## src/spcc_regs.svh

```systemverilog
// register offsets, field positions, reset values and timing values in nanoseconds of the channel control
`ifndef SPCC_REGS_SVH
`define SPCC_REGS_SVH

`define SPCC_CTRL_OFS 8'h00
`define SPCC_MODE_OFS 8'h04
`define SPCC_DIR_OFS 8'h08
`define SPCC_STAT_OFS 8'h0C
`define SPCC_PINS_OFS 8'h10
`define SPCC_ISTAT_OFS 8'h14
`define SPCC_IMASK_OFS 8'h18
`define SPCC_PDSIZE_BASE 8'h20

`define SPCC_CTRL_APPLY_BIT 0
`define SPCC_PDSIZE_SWAP_BIT 7
`define SPCC_STAT_SWAP_LSB 8
`define SPCC_STAT_INIT_BIT 16
`define SPCC_IRQ_APPLY_BIT 8

`define SPCC_PDSIZE_RST 8'h01
`define SPCC_MODE_RST 8'h00
`define SPCC_DIR_RST 16'h0000
`define SPCC_IMASK_RST 9'h000

`define SPCC_CLK_PERIOD_NS 10
`define SPCC_LOSS_TIME_NS 1000000

`endif

```

## src/spcc_pkg.sv

```systemverilog
// types shared by the sensor port channel control
package spcc_pkg;

   typedef enum logic [1:0] {
      SPCC_PIN_INPUT,
      SPCC_PIN_OUTPUT,
      SPCC_PIN_SMART
   } spcc_pin_cfg_type;

   typedef struct packed {
      logic [15:0] word;
      logic valid;
   } spcc_pd_type;

endpackage

```

## src/spcc_top.sv

```systemverilog
// per-channel control: link loss detection, byte swap, pin mode selection, apb registers
`timescale 1ns/1ps
`default_nettype none
`include "spcc_regs.svh"

// Operation
// - in smart-link mode a lost link clears that channel's communication-started flag, eight flags.
// - loss detection always runs on every smart-link channel with no enable or setting.
// - with swap enabled, both bytes of each process data word are exchanged in both directions.
// - the swap enable is bit seven of the channel's process data size value.
// - a swap change after initial processing is loaded only on the apply-settings request.
// - each of the eight channels selects smart-link or switching mode, sixteen pins in all.
// - after reset every channel is in switching mode as an input.
// - in switching mode a pin only sources current, it never sinks.
// - each switching input pin reports its on/off state on its remote input bit.
// - a direction change after initial processing is loaded only on the apply-settings request.
// - each of a port's two pins has its own value; the first is input, output or smart-link, the second only input or output.
module spcc_top import spcc_pkg::*; #(
   parameter int unsigned LOSS_CYCLES = `SPCC_LOSS_TIME_NS / `SPCC_CLK_PERIOD_NS
) (
   // clock and reset
   input wire logic core_clk,
   input wire logic sys_rst,
   // apb slave
   input wire logic psel,
   input wire logic penable,
   input wire logic pwrite,
   input wire logic [7:0] paddr,
   input wire logic [31:0] pwdata,
   output logic [31:0] prdata,
   output logic pready,
   output logic pslverr,
   // interrupt
   output logic irq,
   // link status from the channel transceivers
   input wire logic [7:0] link_frame_ok,
   output logic [7:0] link_comm_started_flags,
   // process data
   input wire spcc_pd_type [7:0] dev_in_pd,
   output spcc_pd_type [7:0] host_in_pd,
   input wire spcc_pd_type [7:0] host_out_pd,
   output spcc_pd_type [7:0] dev_out_pd,
   // network bits
   input wire logic [15:0] remote_output_bits,
   output logic [15:0] remote_input_bits,
   // port pins
   input wire logic [15:0] pin_in,
   output logic [15:0] pin_out,
   output logic [15:0] pin_oe,
   output spcc_pin_cfg_type [15:0] pin_cfg
);

   function automatic logic [15:0] swap_bytes(input logic en, input logic [15:0] w);
      swap_bytes = en ? {w[7:0], w[15:8]} : w;
   endfunction

   // software-facing state
   logic apply_settings_request;
   logic apply_q;
   logic init_phase;
   logic [7:0] pend_smart;
   logic [15:0] pin_direction_select_cmds;
   logic [7:0] pd_size [8];
   logic [8:0] irq_status;
   logic [8:0] irq_mask;

   // applied configuration
   logic [7:0] act_smart;
   logic [15:0] act_dir;
   logic [7:0] act_swap;

   // link supervision
   logic [19:0] silence_cnt [8];
   logic [7:0] comm_flag;

   // pin synchroniser
   logic [15:0] pin_s1;
   logic [15:0] pin_s2;
   logic [15:0] pin_s3;
   logic [15:0] pin_state;

   // bus decode
   wire setup_phase = psel & ~penable;
   wire wr_en = psel & penable & pready & pwrite;
   wire aligned = (paddr[1:0] == 2'b00);
   wire hit_ctrl = aligned & (paddr == `SPCC_CTRL_OFS);
   wire hit_mode = aligned & (paddr == `SPCC_MODE_OFS);
   wire hit_dir = aligned & (paddr == `SPCC_DIR_OFS);
   wire hit_stat = aligned & (paddr == `SPCC_STAT_OFS);
   wire hit_pins = aligned & (paddr == `SPCC_PINS_OFS);
   wire hit_istat = aligned & (paddr == `SPCC_ISTAT_OFS);
   wire hit_imask = aligned & (paddr == `SPCC_IMASK_OFS);
   wire hit_pds = aligned & (paddr[7:5] == 3'(`SPCC_PDSIZE_BASE >> 5));
   wire [2:0] pds_idx = paddr[4:2];
   wire hit_any = hit_ctrl | hit_mode | hit_dir | hit_stat | hit_pins | hit_istat
                  | hit_imask | hit_pds;

   // pending swap bits gathered from the size values
   logic [7:0] pend_swap;
   always_comb begin
      for (int c = 0; c < 8; c++) begin
         pend_swap[c] = pd_size[c][`SPCC_PDSIZE_SWAP_BIT];
      end
   end

   wire [31:0] stat_word = {15'h0000, init_phase, act_swap, comm_flag};
   wire [31:0] rd_mux =
      hit_ctrl ? {31'h0000_0000, apply_settings_request} :
      hit_mode ? {24'h00_0000, pend_smart} :
      hit_dir ? {16'h0000, pin_direction_select_cmds} :
      hit_stat ? stat_word :
      hit_pins ? {16'h0000, remote_input_bits} :
      hit_istat ? {23'h00_0000, irq_status} :
      hit_imask ? {23'h00_0000, irq_mask} :
      hit_pds ? {24'h00_0000, pd_size[pds_idx]} :
      32'h0000_0000;

   // answer in the cycle after setup, so every access costs exactly two cycles
   always_ff @(posedge core_clk or posedge sys_rst) begin
      if (sys_rst) begin
         pready <= 1'b0;
         prdata <= 32'h0000_0000;
         pslverr <= 1'b0;
      end else begin
         pready <= setup_phase;
         prdata <= setup_phase ? rd_mux : 32'h0000_0000;
         pslverr <= setup_phase & ~hit_any;
      end
   end

   // configuration writes
   always_ff @(posedge core_clk or posedge sys_rst) begin
      if (sys_rst) begin
         apply_settings_request <= 1'b0;
         pend_smart <= `SPCC_MODE_RST;
         pin_direction_select_cmds <= `SPCC_DIR_RST;
         irq_mask <= `SPCC_IMASK_RST;
         for (int c = 0; c < 8; c++) begin
            pd_size[c] <= `SPCC_PDSIZE_RST;
         end
      end else if (wr_en) begin
         if (hit_ctrl) begin
            apply_settings_request <= pwdata[`SPCC_CTRL_APPLY_BIT];
         end
         if (hit_mode) begin
            pend_smart <= pwdata[7:0];
         end
         if (hit_dir) begin
            pin_direction_select_cmds <= pwdata[15:0];
         end
         if (hit_imask) begin
            irq_mask <= pwdata[8:0];
         end
         if (hit_pds) begin
            pd_size[pds_idx] <= pwdata[7:0];
         end
      end
   end

   // apply request: edge taken, all pending settings move together
   wire apply_rise = apply_settings_request & ~apply_q;
   wire load_cfg = init_phase | apply_rise;

   always_ff @(posedge core_clk or posedge sys_rst) begin
      if (sys_rst) begin
         apply_q <= 1'b0;
         init_phase <= 1'b1;
         act_smart <= `SPCC_MODE_RST;
         act_dir <= `SPCC_DIR_RST;
         act_swap <= 8'h00;
      end else begin
         apply_q <= apply_settings_request;
         if (apply_rise) begin
            init_phase <= 1'b0;
         end
         // during initial processing the settings follow software directly
         if (load_cfg) begin
            act_smart <= pend_smart;
            act_dir <= pin_direction_select_cmds;
            act_swap <= pend_swap;
         end
      end
   end

   // link loss supervision, no enable on purpose
   wire [7:0] timed_out;
   wire [7:0] lost_evt;
   genvar g;
   generate
      for (g = 0; g < 8; g++) begin : g_sup
         assign timed_out[g] = (32'(silence_cnt[g]) >= LOSS_CYCLES - 1);
         assign lost_evt[g] = act_smart[g] & comm_flag[g] & ~link_frame_ok[g]
                              & timed_out[g];
      end
   endgenerate

   always_ff @(posedge core_clk or posedge sys_rst) begin
      if (sys_rst) begin
         comm_flag <= 8'h00;
         for (int c = 0; c < 8; c++) begin
            silence_cnt[c] <= 20'h0_0000;
         end
      end else begin
         for (int c = 0; c < 8; c++) begin
            if (!act_smart[c] || link_frame_ok[c] || lost_evt[c]) begin
               silence_cnt[c] <= 20'h0_0000;
               comm_flag[c] <= act_smart[c] & link_frame_ok[c];
            end else if (comm_flag[c]) begin
               silence_cnt[c] <= silence_cnt[c] + 20'h0_0001;
            end
         end
      end
   end

   // interrupt status, a new event beats a clear in the same cycle
   wire [8:0] irq_events = {apply_rise, lost_evt};
   wire [8:0] irq_clear = (wr_en & hit_istat) ? pwdata[8:0] : 9'h000;
   wire [8:0] next_irq_status = (irq_status & ~irq_clear) | irq_events;

   always_ff @(posedge core_clk or posedge sys_rst) begin
      if (sys_rst) begin
         irq_status <= 9'h000;
         irq <= 1'b0;
      end else begin
         irq_status <= next_irq_status;
         irq <= |(next_irq_status & irq_mask);
      end
   end

   // pin synchroniser: a change counts when stages two and three agree
   wire [15:0] next_pin_state = (pin_s2 & pin_s3) | (pin_state & (pin_s2 | pin_s3));

   always_ff @(posedge core_clk or posedge sys_rst) begin
      if (sys_rst) begin
         pin_s1 <= 16'h0000;
         pin_s2 <= 16'h0000;
         pin_s3 <= 16'h0000;
         pin_state <= 16'h0000;
      end else begin
         pin_s1 <= pin_in;
         pin_s2 <= pin_s1;
         pin_s3 <= pin_s2;
         pin_state <= next_pin_state;
      end
   end

   // pin configuration: the first pin of a port carries the smart link, the second stays free
   spcc_pin_cfg_type next_pin_cfg [16];
   logic [15:0] is_in;
   logic [15:0] is_out;
   always_comb begin
      for (int p = 0; p < 16; p++) begin
         if (act_smart[p / 2] && (p % 2 == 0)) begin
            next_pin_cfg[p] = SPCC_PIN_SMART;
         end else if (act_dir[p]) begin
            next_pin_cfg[p] = SPCC_PIN_OUTPUT;
         end else begin
            next_pin_cfg[p] = SPCC_PIN_INPUT;
         end
         is_in[p] = (next_pin_cfg[p] == SPCC_PIN_INPUT);
         is_out[p] = (next_pin_cfg[p] == SPCC_PIN_OUTPUT);
      end
   end

   // source-type driver: the pin is only ever pulled high, never low
   always_ff @(posedge core_clk or posedge sys_rst) begin
      if (sys_rst) begin
         pin_out <= 16'h0000;
         pin_oe <= 16'h0000;
         remote_input_bits <= 16'h0000;
         for (int p = 0; p < 16; p++) begin
            pin_cfg[p] <= SPCC_PIN_INPUT;
         end
      end else begin
         pin_out <= is_out & remote_output_bits;
         pin_oe <= is_out & remote_output_bits;
         remote_input_bits <= is_in & pin_state;
         for (int p = 0; p < 16; p++) begin
            pin_cfg[p] <= next_pin_cfg[p];
         end
      end
   end

   // process data paths with optional byte exchange
   always_ff @(posedge core_clk or posedge sys_rst) begin
      if (sys_rst) begin
         host_in_pd <= '0;
         dev_out_pd <= '0;
         link_comm_started_flags <= 8'h00;
      end else begin
         link_comm_started_flags <= comm_flag;
         for (int c = 0; c < 8; c++) begin
            host_in_pd[c].word <= swap_bytes(act_swap[c], dev_in_pd[c].word);
            host_in_pd[c].valid <= dev_in_pd[c].valid;
            dev_out_pd[c].word <= swap_bytes(act_swap[c], host_out_pd[c].word);
            dev_out_pd[c].valid <= host_out_pd[c].valid;
         end
      end
   end
endmodule
`default_nettype wire

```

## config.mk

```make
export PLATFORM = sky130hd
export DESIGN_NAME = spcc_top
export DESIGN_NICKNAME = d
export VERILOG_FILES = /design/src/spcc_pkg.sv /design/src/spcc_top.sv
export VERILOG_INCLUDE_DIRS = /design/src /design/src/src
export SDC_FILE = /design/constraint.sdc
export NUM_CORES = 1
export LEC_CHECK = 0
export ABC_AREA = 1
export BUFFER_PORTS_ARGS = -buffer_cell sky130_fd_sc_hd__buf_2
export CAP_MARGIN = 20
export CORE_AREA = 4 4 290 292
export CTS_BUF_LIST = sky130_fd_sc_hd__clkbuf_4 sky130_fd_sc_hd__clkbuf_8
export CTS_CLUSTER_SIZE = 40
export DETAILED_ROUTE_END_ITERATION = 10
export DIE_AREA = 0 0 294 296
export GPL_ROUTABILITY_DRIVEN = 0
export HOLD_SLACK_MARGIN = 0.05
export SYNTH_ARGS = -nofsm -noshare
export SYNTH_HDL_FRONTEND = slang
export SYNTH_SLANG_ARGS = --single-unit
export TNS_END_PERCENT = 100
```

## constraint.sdc

```tcl
create_clock -name core_clk -period 51.1 [get_ports core_clk]
set_input_delay 5.11 -clock core_clk [delete_from_list [all_inputs] [get_ports core_clk]]
set_output_delay 5.11 -clock core_clk [all_outputs]
set_load 0.02 [all_outputs]
```

## After elaboration in Yosys (flattened, before gate mapping)

Cells that the tools add are included.

| word-level totals | value |
|---|---|
| register bits after elaboration | 737 |
| input port bits | 357 |
| output and inout port bits | 395 |

| operators by class | value |
|---|---|
| add/sub/neg operators | 8 |
| magnitude comparators | 10 |
| eq/ne operators | 23 |
| mux-type cells | 72 |
| bitwise gates (word level) | 77 |
| reduce and logical (&&, ||, !) cells | 57 |

Operators by type and width:

| cell | number |
|---|---|
| 2-to-1 mux 20 bit | 16 |
| 2-to-1 mux 16 bit | 17 |
| adder 20 x 1 -> 20 bit, second input constant | 8 |
| greater-or-equal comparator 20 x 17 -> 1 bit, second input constant | 8 |
| 2-to-1 mux 17 bit | 5 |
| bitwise AND 16 bit | 4 |
| bitwise mux 64 bit | 1 |
| bitwise AND 1 bit | 47 |
| zero test 2 bit | 17 |
| == test 2 x 1 -> 1 bit, second input constant | 16 |
| 2-to-1 mux 8 bit | 4 |
| bitwise OR 16 bit | 2 |
| 2-to-1 mux 9 bit | 3 |
| binary-select mux 8 bit (select 3 bit) | 1 |
| demux 8 bit (select 3 bit) | 1 |
| == test 8 x 5 -> 1 bit, second input constant | 3 |
| bitwise AND 9 bit | 2 |
| == test 8 x 4 -> 1 bit, second input constant | 2 |
| logical OR 1 bit | 16 |
| 2-to-1 mux 1 bit | 16 |
| 2-to-1 mux 2 bit | 8 |
| nonzero test 2 bit | 8 |
| NOT 1 bit | 11 |
| AND reduction 2 bit | 5 |
| 12 further kinds | 26 |

## Longest topological paths before layout

Gate-level depths: netlist of run 1.

| depth | value |
|---|---|
| depth in word-level cells | 13 |
| gate-level depth with buffers | 13 |
| depth with buffers taken out | 13 |

## Least setup slack after synthesis of run 1

OpenSTA, ideal clock, no wires.

| timing | value |
|---|---|
| path type | input to register |
| from | in paddr[1] |
| to | reg pd_size[55] (netlist name) |
| library setup time | 0.130 ns |
| data arrival time | 6.371 ns |
| required time | 50.970 ns |
| slack | 44.599 ns |
| stages on the path | 9 |
| path buffers | 2 |
| path through | nor2_2 inv_2 nor3_4 and2_4 buf_12 nand4_4 buf_6 nand2_1 o21ai_2 |

| on the way | value |
|---|---|
| longest elaborated chain between the ends | 3 |

RTL lines:

| item | RTL line | text |
|---|---|---|
| from (decl) | spcc_top.sv:28 | `input wire logic [7:0] paddr,` |
| zero test 2 bit | spcc_top.sv:85 | `wire aligned = (paddr[1:0] == 2'b00);` |
| bitwise AND 1 bit | spcc_top.sv:93 | `` wire hit_pds = aligned & (paddr[7:5] == 3'(`SPCC_PDSIZE_BASE >> 5)); `` |
| AND reduction 2 bit (no line) | n/a |  |
| to (signal, indexed assignment) | spcc_top.sv:139 | `` pd_size[c] <= `SPCC_PDSIZE_RST; `` |
| to (signal, indexed assignment) | spcc_top.sv:155 | `pd_size[pds_idx] <= pwdata[7:0];` |
| to (decl) | spcc_top.sv:63 | `logic [7:0] pd_size [8];` |

Every way passes these cells.
A chain may end at the register's enable or synchronous reset.

## Final worst setup path of run 1

| timing | value |
|---|---|
| from | in paddr[4] |
| to | reg prdata[7] |

| on the way | value |
|---|---|
| longest elaborated chain between the ends | 13 |
| elaborated cells between the ends (all ways) | 27 |
| classes of those cells | eq/ne (6); mux (12); bitwise (8); reduce/logical (1) |

RTL lines:

| item | RTL line | text |
|---|---|---|
| NOT 3 -> 4 bit (implied by the code) | spcc_top.sv:115 | `hit_pds ? {24'h00_0000, pd_size[pds_idx]} :` |
| binary-select mux 8 bit (select 3 bit) | spcc_top.sv:115 |  |
| 2-to-1 mux 8 bit (implied by the code) (2 in series) | spcc_top.sv:115 |  |
| 2-to-1 mux 8 bit | spcc_top.sv:115 |  |
| 2-to-1 mux 9 bit | spcc_top.sv:114 | `hit_imask ? {23'h00_0000, irq_mask} :` |
| 2-to-1 mux 9 bit | spcc_top.sv:113 | `hit_istat ? {23'h00_0000, irq_status} :` |
| 2-to-1 mux 16 bit | spcc_top.sv:112 | `hit_pins ? {16'h0000, remote_input_bits} :` |
| 2-to-1 mux 17 bit | spcc_top.sv:111 | `hit_stat ? stat_word :` |
| 2-to-1 mux 17 bit | spcc_top.sv:110 | `hit_dir ? {16'h0000, pin_direction_select_cmds} :` |
| 2-to-1 mux 17 bit | spcc_top.sv:109 | `hit_mode ? {24'h00_0000, pend_smart} :` |
| 2-to-1 mux 17 bit * | spcc_top.sv:108 | `hit_ctrl ? {31'h0000_0000, apply_settings_request} :` |
| 2-to-1 mux 17 bit * | spcc_top.sv:126 | `prdata <= setup_phase ? rd_mux : 32'h0000_0000;` |
| to (signal assigned) | spcc_top.sv:126 |  |
| to (decl) | spcc_top.sv:30 | `output logic [31:0] prdata,` |

Every way passes the cells marked *; elsewhere a longest branch is shown, timed or not. The select of a mux whose other input is x is not followed.

==> flow_summary.toml, run 1 <==
[critical_path]
required_ps = 51760
r2r-end = "act_dir[7]"
reg2reg_depth = 4
cp_max_fo = 16
critPathKind = "primary input to flip-flop"
r2r_slack_ps = 49090
path_delay_family = "buffers and inverters"
crit_top_cell = "inv_1"
cp_cell_sequence = "buf_2 > inv_1 > nand4_4 > inv_1 > nand2_2 > inv_1 > a21oi_1 > nand4_1 > nand2_1 > a21oi_1"
cpMaxStageDelayCell = "inv_1"
critPathLaunchType = "primary input"
crit_end = "prdata[7]"
cp.arrival_ps = 8070
slowest_delay_ps = 550
worstSetupStartpoint = "paddr[4]"
reg2reg_from = "init_phase"
worst-path-stages = 10
cp-end-kind = "flip-flop"
crit_buf_inv = 4

[placement]
dpl_cell_area_um2 = 34100
port_buffers = 712
dp_slack_ps = 42920
dpl.hpwl_mm = 68.7

[power]
p_leak_uw = 0.0182
totalPowerFinal_uw = 1270
power.density_nw_per_um2 = 34.2
ir_worst_vdd_mv = 0.0236

[timing]
finalHoldViolCount = 0
rsz0062_at_grt = "false"
fin_setup_tns_ps = 0
relSlewSlack_pct = 28.4
holdWs_ps = 346
slew_violations = 0
skew_ps = 54.7
fin_ws_ps = 43690
clock.fmax_mhz = 135
worst_pin_slew_ps = 1070
period_share_pct = 14.5
setup_violations = 0
min_period_ps = 7410

[clock_network]
cts_buffers = 133
cts_tree = "built"
cts_sinks = 729
clk_pin_slew_ps = 60
clk_latency_ps = 790
postCtsSetupBuffers = 0
hold_buffers = 0
cts.repair.resized = 0
clk_path_buf_depth = 3
cts_htree_levels = 4
clockRootBuffer = "clkbuf_8"

[route]
num_vias = 23860
drtIter0Drc = 1590
ant_nets = 0
via_per_inst = 4.70
drt_pass1_iterations = 6
avgRoutedWirePerCell_um = 18.4
routed_wl_mm = 93.4
drc = 0

[yosys]
ys_ff_latch = 729
yosysMostFrequentCell = "dfrtp_1"
synth_top_cell_by_area = "dfrtp_1"
synth_top_flop_cell = "dfrtp_1"
synth_cells = 3141
synth_cell_types = 50
synth_warnings = 0
netlist_area_um2 = 29700
syn_area_per_cell_um2 = 9.47
synthTopCellsByArea = "dfrtp_1 (61%), nand2_1 (8.7%), o21ai_0 (5.8%)"
synth-seq-area-share_pct = 61.4
synth_top_area_share_pct = 60.6
synthTopCellsByCount = "dfrtp_1 (720), nand2_1 (693), inv_1 (375)"
ys_async_sr_fraction_pct = 100
synth-edff-count = 0

[die]
dieArea_um2 = 87000
coreArea_um2 = 81600
start_util_pct = 36.5
ioPinCount = 752
dieWidth_um = 294
num_rows = 105
dieHeight_um = 296

[global_route]
grt_remaining_overflow = 0
grt_first_pass_wirelength_mm = 138
grt_pass1_vias = 23040
grt_max_degree = 159
grt_use_total_pct = 20.7
antenna_found_initial = 23

[final_layout]
postLayoutCellArea_um2 = 37200
fill_cells = 8004
drive_gt1_share_pct = 26.2
syn_to_final_growth_pct = 24.9
nNetsFinal = 4258

[flow_run]
maxCapViolCount = 0

[min_path]
min_path_type = "flip-flop to flip-flop"

[run_status]
status = "finished, final reports clean"
through the flow:
stage	util, %	cells
after detailed placement	41.8	4823
final	45.5	5076
after CTS	45.4	5060
after global placement	41.8	4823
after floorplan	-	3163
after global routing	45.5	5073
area by class of cell:
| cell class | count | area (µm²) | share of cell area [%] |
|---|---|---|---|
| diodes | 11 | 27.5 | 0.0741 |
| clock buffers | 193 | 2450 | 6.59 |
| clock inverters | 44 | 444 | 1.20 |
| inverters | 383 | 1450 | 3.91 |
| multi-input cells | 1910 | 9340 | 25.1 |
| flip-flops and latches | 729 | 18300 | 49.1 |
| well taps | 1070 | 1340 | 3.60 |
| repair buffers | 736 | 3850 | 10.4 |
worst min-delay path by stage:
stage / start / to / slack, ps / cells after the start
floorplan: pin_s1[0] / pin_s2[0] / 330 / 0
global placement: pin_s1[3] / pin_s2[3] / 330 / 0
detailed placement: pin_s1[7] / pin_s2[7] / 330 / 0
CTS: pin_s1[1] / pin_s2[1] / 350 / 0
global route: pin_s1[10] / pin_s2[10] / 350 / 0
finish: pin_s1[1] / pin_s2[1] / 350 / 0
cell usage in the layout (no fill, tap or decap), types with 5 or more instances in the layout:
| cell type | n |
|---|---|
| dfrtp_1 | 720 |
| buf_2 | 712 |
| nand2_1 | 692 |
| inv_1 | 374 |
| o21ai_0 | 344 |
| nor2_1 | 256 |
| clkbuf_8 | 160 |
| nand3_1 | 121 |
| a21oi_1 | 99 |
| nor3_1 | 64 |
| xor2_1 | 63 |
| o21ai_1 | 55 |
| clkbuf_4 | 33 |
| nand4_1 | 30 |
| conb_1 | 23 |
| clkinv_2 | 23 |
| buf_4 | 18 |
| maj3_1 | 16 |
| nor4_1 | 14 |
| mux2_2 | 13 |
| xnor2_1 | 12 |
| o21ai_2 | 12 |
| diode_2 | 11 |
| o22ai_1 | 9 |
| nand4_4 | 9 |
| a22oi_1 | 9 |
| dfstp_2 | 9 |
| mux2i_1 | 8 |
| and3_1 | 8 |
| ha_1 | 8 |
| nor2_4 | 7 |
| o21a_1 | 6 |
| inv_2 | 6 |
| clkinvlp_4 | 5 |
kinds of logic (layout without fill, tap and decap cells):
| family | after synthesis | in the layout | synth area share (%) |
|---|---|---|---|
| fa+ha+maj | 24 | 24 | 0.875 |
| flops | 729 | 729 | 61.4 |
| other cells | 1 | 34 | 0.0126 |
| xor+xnor | 75 | 75 | 2.21 |
| simple gates | 1222 | 1222 | 17.6 |
| mux | 23 | 23 | 0.862 |
| buf+inv | 524 | 1356 | 7.50 |
| compound gates | 543 | 543 | 9.52 |
report_power, final:
group | switching (µW) | internal, µW
combinational | 57.3 | 24.6
sequential | 6.33 | 593
clock | 259 | 331
registers in the layout, summed over array words and instances, names as in the netlist, 17 cells and up:
register,cells
dev_out_pd,136
pin_cfg,24
silence_cnt,160
prdata,17
pd_size,64
host_in_pd,136
routing by layer:
| layer | global-route usage [%] | vias to the layer above | part of all wire [%] |
|---|---|---|---|
| li1 | - | 11510 | - |
| met1 | 27.7 | 11339 | 43 |
| met2 | 31.7 | 828 | 46 |
| met3 | 6.12 | 175 | 7.6 |
| met4 | 8.71 | 8 | 3.4 |
| met5 | 0 | - | 0.055 |
Note: power is estimated with default switching activity, not from simulation.
==> run 2, diff against run 1 <==
clock period = 6.3 ns   (was 51.1 ns; I/O delays follow)
==> run 2 against run 1 <==
Net effect:
- sequential cell count is the same
- clock power grew to 7.8 times the previous value
- final cell count grew 4.2%
- wire length grew 2.8%
- non-clock buffer count grew 224
- worst hold slack lost 220 ps
- via count grew 3.8%
- total power grew to 8.1 times the previous value
- critical path type is now flip-flop to flip-flop
- critical path depth shrank 6
==> flow_summary.toml, run 2 (synthesis results as in run 1) <==
[run_status]
status = "finished, final reports clean"

[global_route]
grt_first_pass_wirelength_mm = 142
grt_remaining_overflow = 0
antenna_found_initial = 25
grt_use_total_pct = 21.4
grt_max_degree = 156
grt_pass1_vias = 24164

[power]
p_leak_uw = 0.0191
totalPowerFinal_uw = 10300
power.density_nw_per_um2 = 262
ir_worst_vdd_mv = 0.168

[route]
num_vias = 24772
routed_wl_mm = 96.0
avgRoutedWirePerCell_um = 18.2
ant_nets = 0
via_per_inst = 4.68
drtIter0Drc = 1607
drt_pass1_iterations = 5
drc = 0

[clock_network]
cts_tree = "built"
clockRootBuffer = "clkbuf_8"
clk_latency_ps = 760
clk_path_buf_depth = 3
clk_pin_slew_ps = 60
cts_sinks = 729
cts_buffers = 131
cts_htree_levels = 4

[timing]
skew_ps = 38.4
finalHoldViolCount = 0
setup_violations = 0
clock.fmax_mhz = 355
period_share_pct = 44.7
relSlewSlack_pct = 23.4
fin_ws_ps = 3480
slew_violations = 0
min_period_ps = 2820
worst_pin_slew_ps = 1150
rsz0062_at_grt = "false"

[critical_path]
cp_max_fo = 34
required_ps = 6940
cp.arrival_ps = 3460
critPathKind = "flip-flop to flip-flop"
critPathLaunchType = "flip-flop"
cp-end-kind = "flip-flop"

[final_layout]
drive_gt1_share_pct = 24.4
final_cell_mix = "dfrtp_1 (720), buf_2 (712), nand2_1 (692)"
largest_register_ff_count = 160
finish.utilization_pct = 48.1
syn_to_final_growth_pct = 32.0
nNetsFinal = 4480
largest_register = "silence_cnt"
top_regs = "silence_cnt x160, dev_out_pd x136, host_in_pd x136"
layout_commonest_cell = "dfrtp_1"

[placement]
port_buffers = 712
dp_slack_ps = 2860
dpl.hpwl_mm = 70.0

[die]
num_rows = 105
dieHeight_um = 296
dieWidth_um = 294
ioPinCount = 752
coreArea_um2 = 81600
start_util_pct = 36.5
dieArea_um2 = 87000

[flow_run]
maxCapViolCount = 0

[min_path]
min_path_type = "primary input to flip-flop"
[run 2: cell types whose count changed in the layout (fill, tap and decap cells not counted), sizes merged]
| cell | previous run | this run |
|---|---|---|
| clkbuf | 193 | 196 |
| dlygate4sd3 | 0 | 227 |
| clkinvlp | 5 | 3 |
| diode | 11 | 17 |
| buf | 736 | 733 |
| inv | 392 | 390 |
| clkinv | 27 | 11 |
[run 2: final timing paths]
check,depth (start not counted),slack [ps],end,startpoint
worst min-delay path,3,130,host_in_pd[88],dev_in_pd[96]
max in group asynchronous,5,4200,silence_cnt[13],sys_rst
worst max register to register,4,3480,dev_out_pd[113],act_swap[6]
min in group asynchronous,3,510,dev_out_pd[3],sys_rst
worst max-delay path,4,3480,dev_out_pd[113],act_swap[6]
worst min register to register,0,340,pin_s2[5],pin_s1[5]
[run 2: where the power goes]
group | leakage [µW] | internal [µW] | total (µW) | switching, µW
combinational | 0.00830 | 293 | 789 | 496
sequential | 0.00933 | 4810 | 4870 | 59.0
clock | 0.00145 | 2630 | 4630 | 2000
[run 2: through the flow]
| stage | instances | area [µm²] | TNS [ps] | hold WS, ps |
|---|---|---|---|---|
| after detailed placement | 4821 | 34100 | 0 | 335 |
| after global routing | 5281 | 39300 | 0 | 62.1 |
| final | 5289 | 39300 | 0 | 126 |
| after floorplan | 3163 | 29800 | -3116690 | 331 |
| after CTS | 5268 | 39100 | 0 | 50.2 |
| after global placement | 4821 | 34100 | 0 | 333 |
[run 2: layout make-up]
| class | count | area, µm² |
|---|---|---|
| fill | 7671 | 42300 |
| inverter | 383 | 1450 |
| clock buffer | 196 | 2460 |
| antenna | 17 | 42.5 |
| clock inverter | 24 | 273 |
| multi-input combinational | 1910 | 9340 |
| timing repair buffer | 960 | 6120 |
| tap | 1070 | 1340 |
| sequential | 729 | 18300 |
[run 2: worst max-delay path, stage by stage, from the launching register on]
cell	delay, ps
dfrtp_1	1050
inv_1	770
nand2_1	200
o21ai_0	90
dlygate4sd3_1	590
[run 2: routing by layer]
metal,track usage [%],up-vias,part of all wire [%]
met5,0,-,0.087
met4,8.10,14,3.0
met3,6.67,190,8.8
met2,33.4,838,46
met1,28.1,11757,42
li1,-,11973,-
[run 2: repair_timing]
| action | in CTS | in global routing |
|---|---|---|
| endpoints found under the hold margin | 265 | 0 |
| resized for setup | 0 | 0 |
| setup buffers | 0 | 0 |
| hold buffers | 227 | 0 |
==> run 3, diff against run 2 <==
clock period = 2.3 ns   (was 6.3 ns; I/O delays follow)
==> run 3 against run 2 <==
Net effect:
- count of clock-buffer cells in the layout is 1 lower
- final cell count increased by 6.1%
- register-to-register slack lost 3300 ps
- die area did not move
- sequential power grew to 2.7 times the previous value
- clock skew up 5.6 ps
- clock power increased to 2.9 times the previous value
- global-route usage grew 1.6 points
- sequential share of layout area decreased by 3.5 points
- largest power group unchanged
==> flow_summary.toml, run 3 (synthesis results as in run 1) <==
[run_status]
status = "finished, final reports clean"

[timing]
finalHoldViolCount = 0
clock.fmax_mhz = 462
setup_violations = 0
fin_setup_tns_ps = 0
skew_ps = 44.0
relSlewSlack_pct = 54.5
worst_pin_slew_ps = 676
holdWs_ps = 72.3
fin_ws_ps = 135
slew_violations = 0
rsz0062_at_grt = "false"
period_share_pct = 94.1
min_period_ps = 2170

[critical_path]
cp.arrival_ps = 2800
critPathKind = "primary input to flip-flop"
cp-end-kind = "flip-flop"
cp_max_fo = 16
required_ps = 2940
reg2reg_depth = 11
reg2reg_from = "pready"
worstSetupStartpoint = "paddr[1]"
critPathLaunchType = "primary input"
r2r-end = "irq"
r2r_slack_ps = 150

[min_path]
hold_path_end = "prdata[7]"
hold_depth = 6
min_path_type = "primary input to flip-flop"
hp-start = "paddr[6]"

[die]
dieHeight_um = 296
num_rows = 105
coreArea_um2 = 81600
dieArea_um2 = 87000
ioPinCount = 752
start_util_pct = 36.5
dieWidth_um = 294

[global_route]
grt_use_total_pct = 23.0
antenna_found_initial = 14
grt_first_pass_wirelength_mm = 154
grt_remaining_overflow = 0
grt_max_degree = 73
grt_pass1_vias = 26674

[final_layout]
final_cell_mix = "dfrtp_1 (720), buf_2 (712), nand2_1 (690)"
largest_register = "silence_cnt"
layout_commonest_cell = "dfrtp_1"
drive_gt1_share_pct = 24.1
top_regs = "silence_cnt x160, dev_out_pd x136, host_in_pd x136"
fin_cells = 5611
largest_register_ff_count = 160
nNetsFinal = 4792
syn_to_final_growth_pct = 42.7

[clock_network]
cts_sinks = 729
cts_buffers = 130
cts_htree_levels = 4
clk_path_buf_depth = 3
clk_latency_ps = 770
cts_tree = "built"
postCtsSetupBuffers = 0
clockRootBuffer = "clkbuf_8"
clk_pin_slew_ps = 60

[route]
drtIter0Drc = 1575
via_per_inst = 4.72
num_vias = 26492
drc = 0
ant_nets = 0
avgRoutedWirePerCell_um = 18.3
drt_pass1_iterations = 6
routed_wl_mm = 103

[placement]
dp_slack_ps = 298
dp_cells = 4876
port_buffers = 712
dpl.hpwl_mm = 71.6

[flow_run]
maxCapViolCount = 0

[power]
power.density_nw_per_um2 = 689
ir_worst_vdd_mv = 0.496
p_leak_uw = 0.0205
totalPowerFinal_uw = 29200
-- run 3: cell count changes in the layout (fill, tap and decap cells not counted), moves of 4 or more --
| cell | change |
|---|---|
| dlygate4sd3_1 | +262 |
| clkinv_2 | +13 |
| clkbuf_8 | +15 |
| buf_4 | +50 |
| clkbuf_4 | -16 |
| buf_12 | +4 |
-- run 3: what timing repair did --
item	in CTS	in global routing
setup endpoints to repair	0	15
hold endpoints to repair	1200	0
hold buffers	490	0
resized for setup	0	7
-- run 3: cell type report --
| type | instances | area [µm²] |
|---|---|---|
| fill | 7212 | 39100 |
| sequential | 729 | 18300 |
| multi-input combinational | 1910 | 9350 |
| timing repair buffer | 1273 | 9110 |
| clock buffer | 195 | 2550 |
| inverter | 383 | 1450 |
| tap | 1070 | 1340 |
| clock inverter | 36 | 357 |
| antenna | 15 | 37.5 |
-- run 3: worst max-delay path, cell delays in order --
cell and delay, ps:
dlygate4sd3_1 530, buf_2 130, nor2_2 280, inv_2 100
nor3_4 130, and2_4 310, nand4_4 310, nand2_1 170
o21ai_2 60, dlygate4sd3_1 550
-- run 3: where the power goes --
group | leakage [µW] | internal, µW | switching [µW]
logic | 0.00964 | 1140 | 1480
clock network | 0.00153 | 7600 | 5680
registers | 0.00933 | 13200 | 165
total | 0.0205 | 21900 | 7320
-- run 3: worst max-delay path by stage --
stage / to / cells past startpoint / slack, ps
2_1_floorplan: act_dir[0] / 1 / -7910
3_3_place_gp: prdata[0] / 13 / 330
3_5_place_dp: prdata[0] / 13 / 300
4_1_cts: irq / 11 / 110
5_1_grt: silence_cnt[134] / 7 / 10
6_report: pd_size[51] / 10 / 130
-- run 3: stage by stage --
stage / util (%) / cell area [µm²]
finish: 52.0 / 42400
global placement: 42.4 / 34600
global route: 52.0 / 42400
floorplan: - / 29800
CTS: 52.0 / 42400
detailed placement: 42.4 / 34600
-- run 3: layer usage --
layer | GRT usage [%] | vias up | part of all wire, %
met2 | 36.9 | 1011 | 47
li1 | - | 12592 | -
met3 | 6.20 | 251 | 8.0
met1 | 29.6 | 12636 | 41
met5 | 0 | - | 0.013
met4 | 9.60 | 2 | 3.6
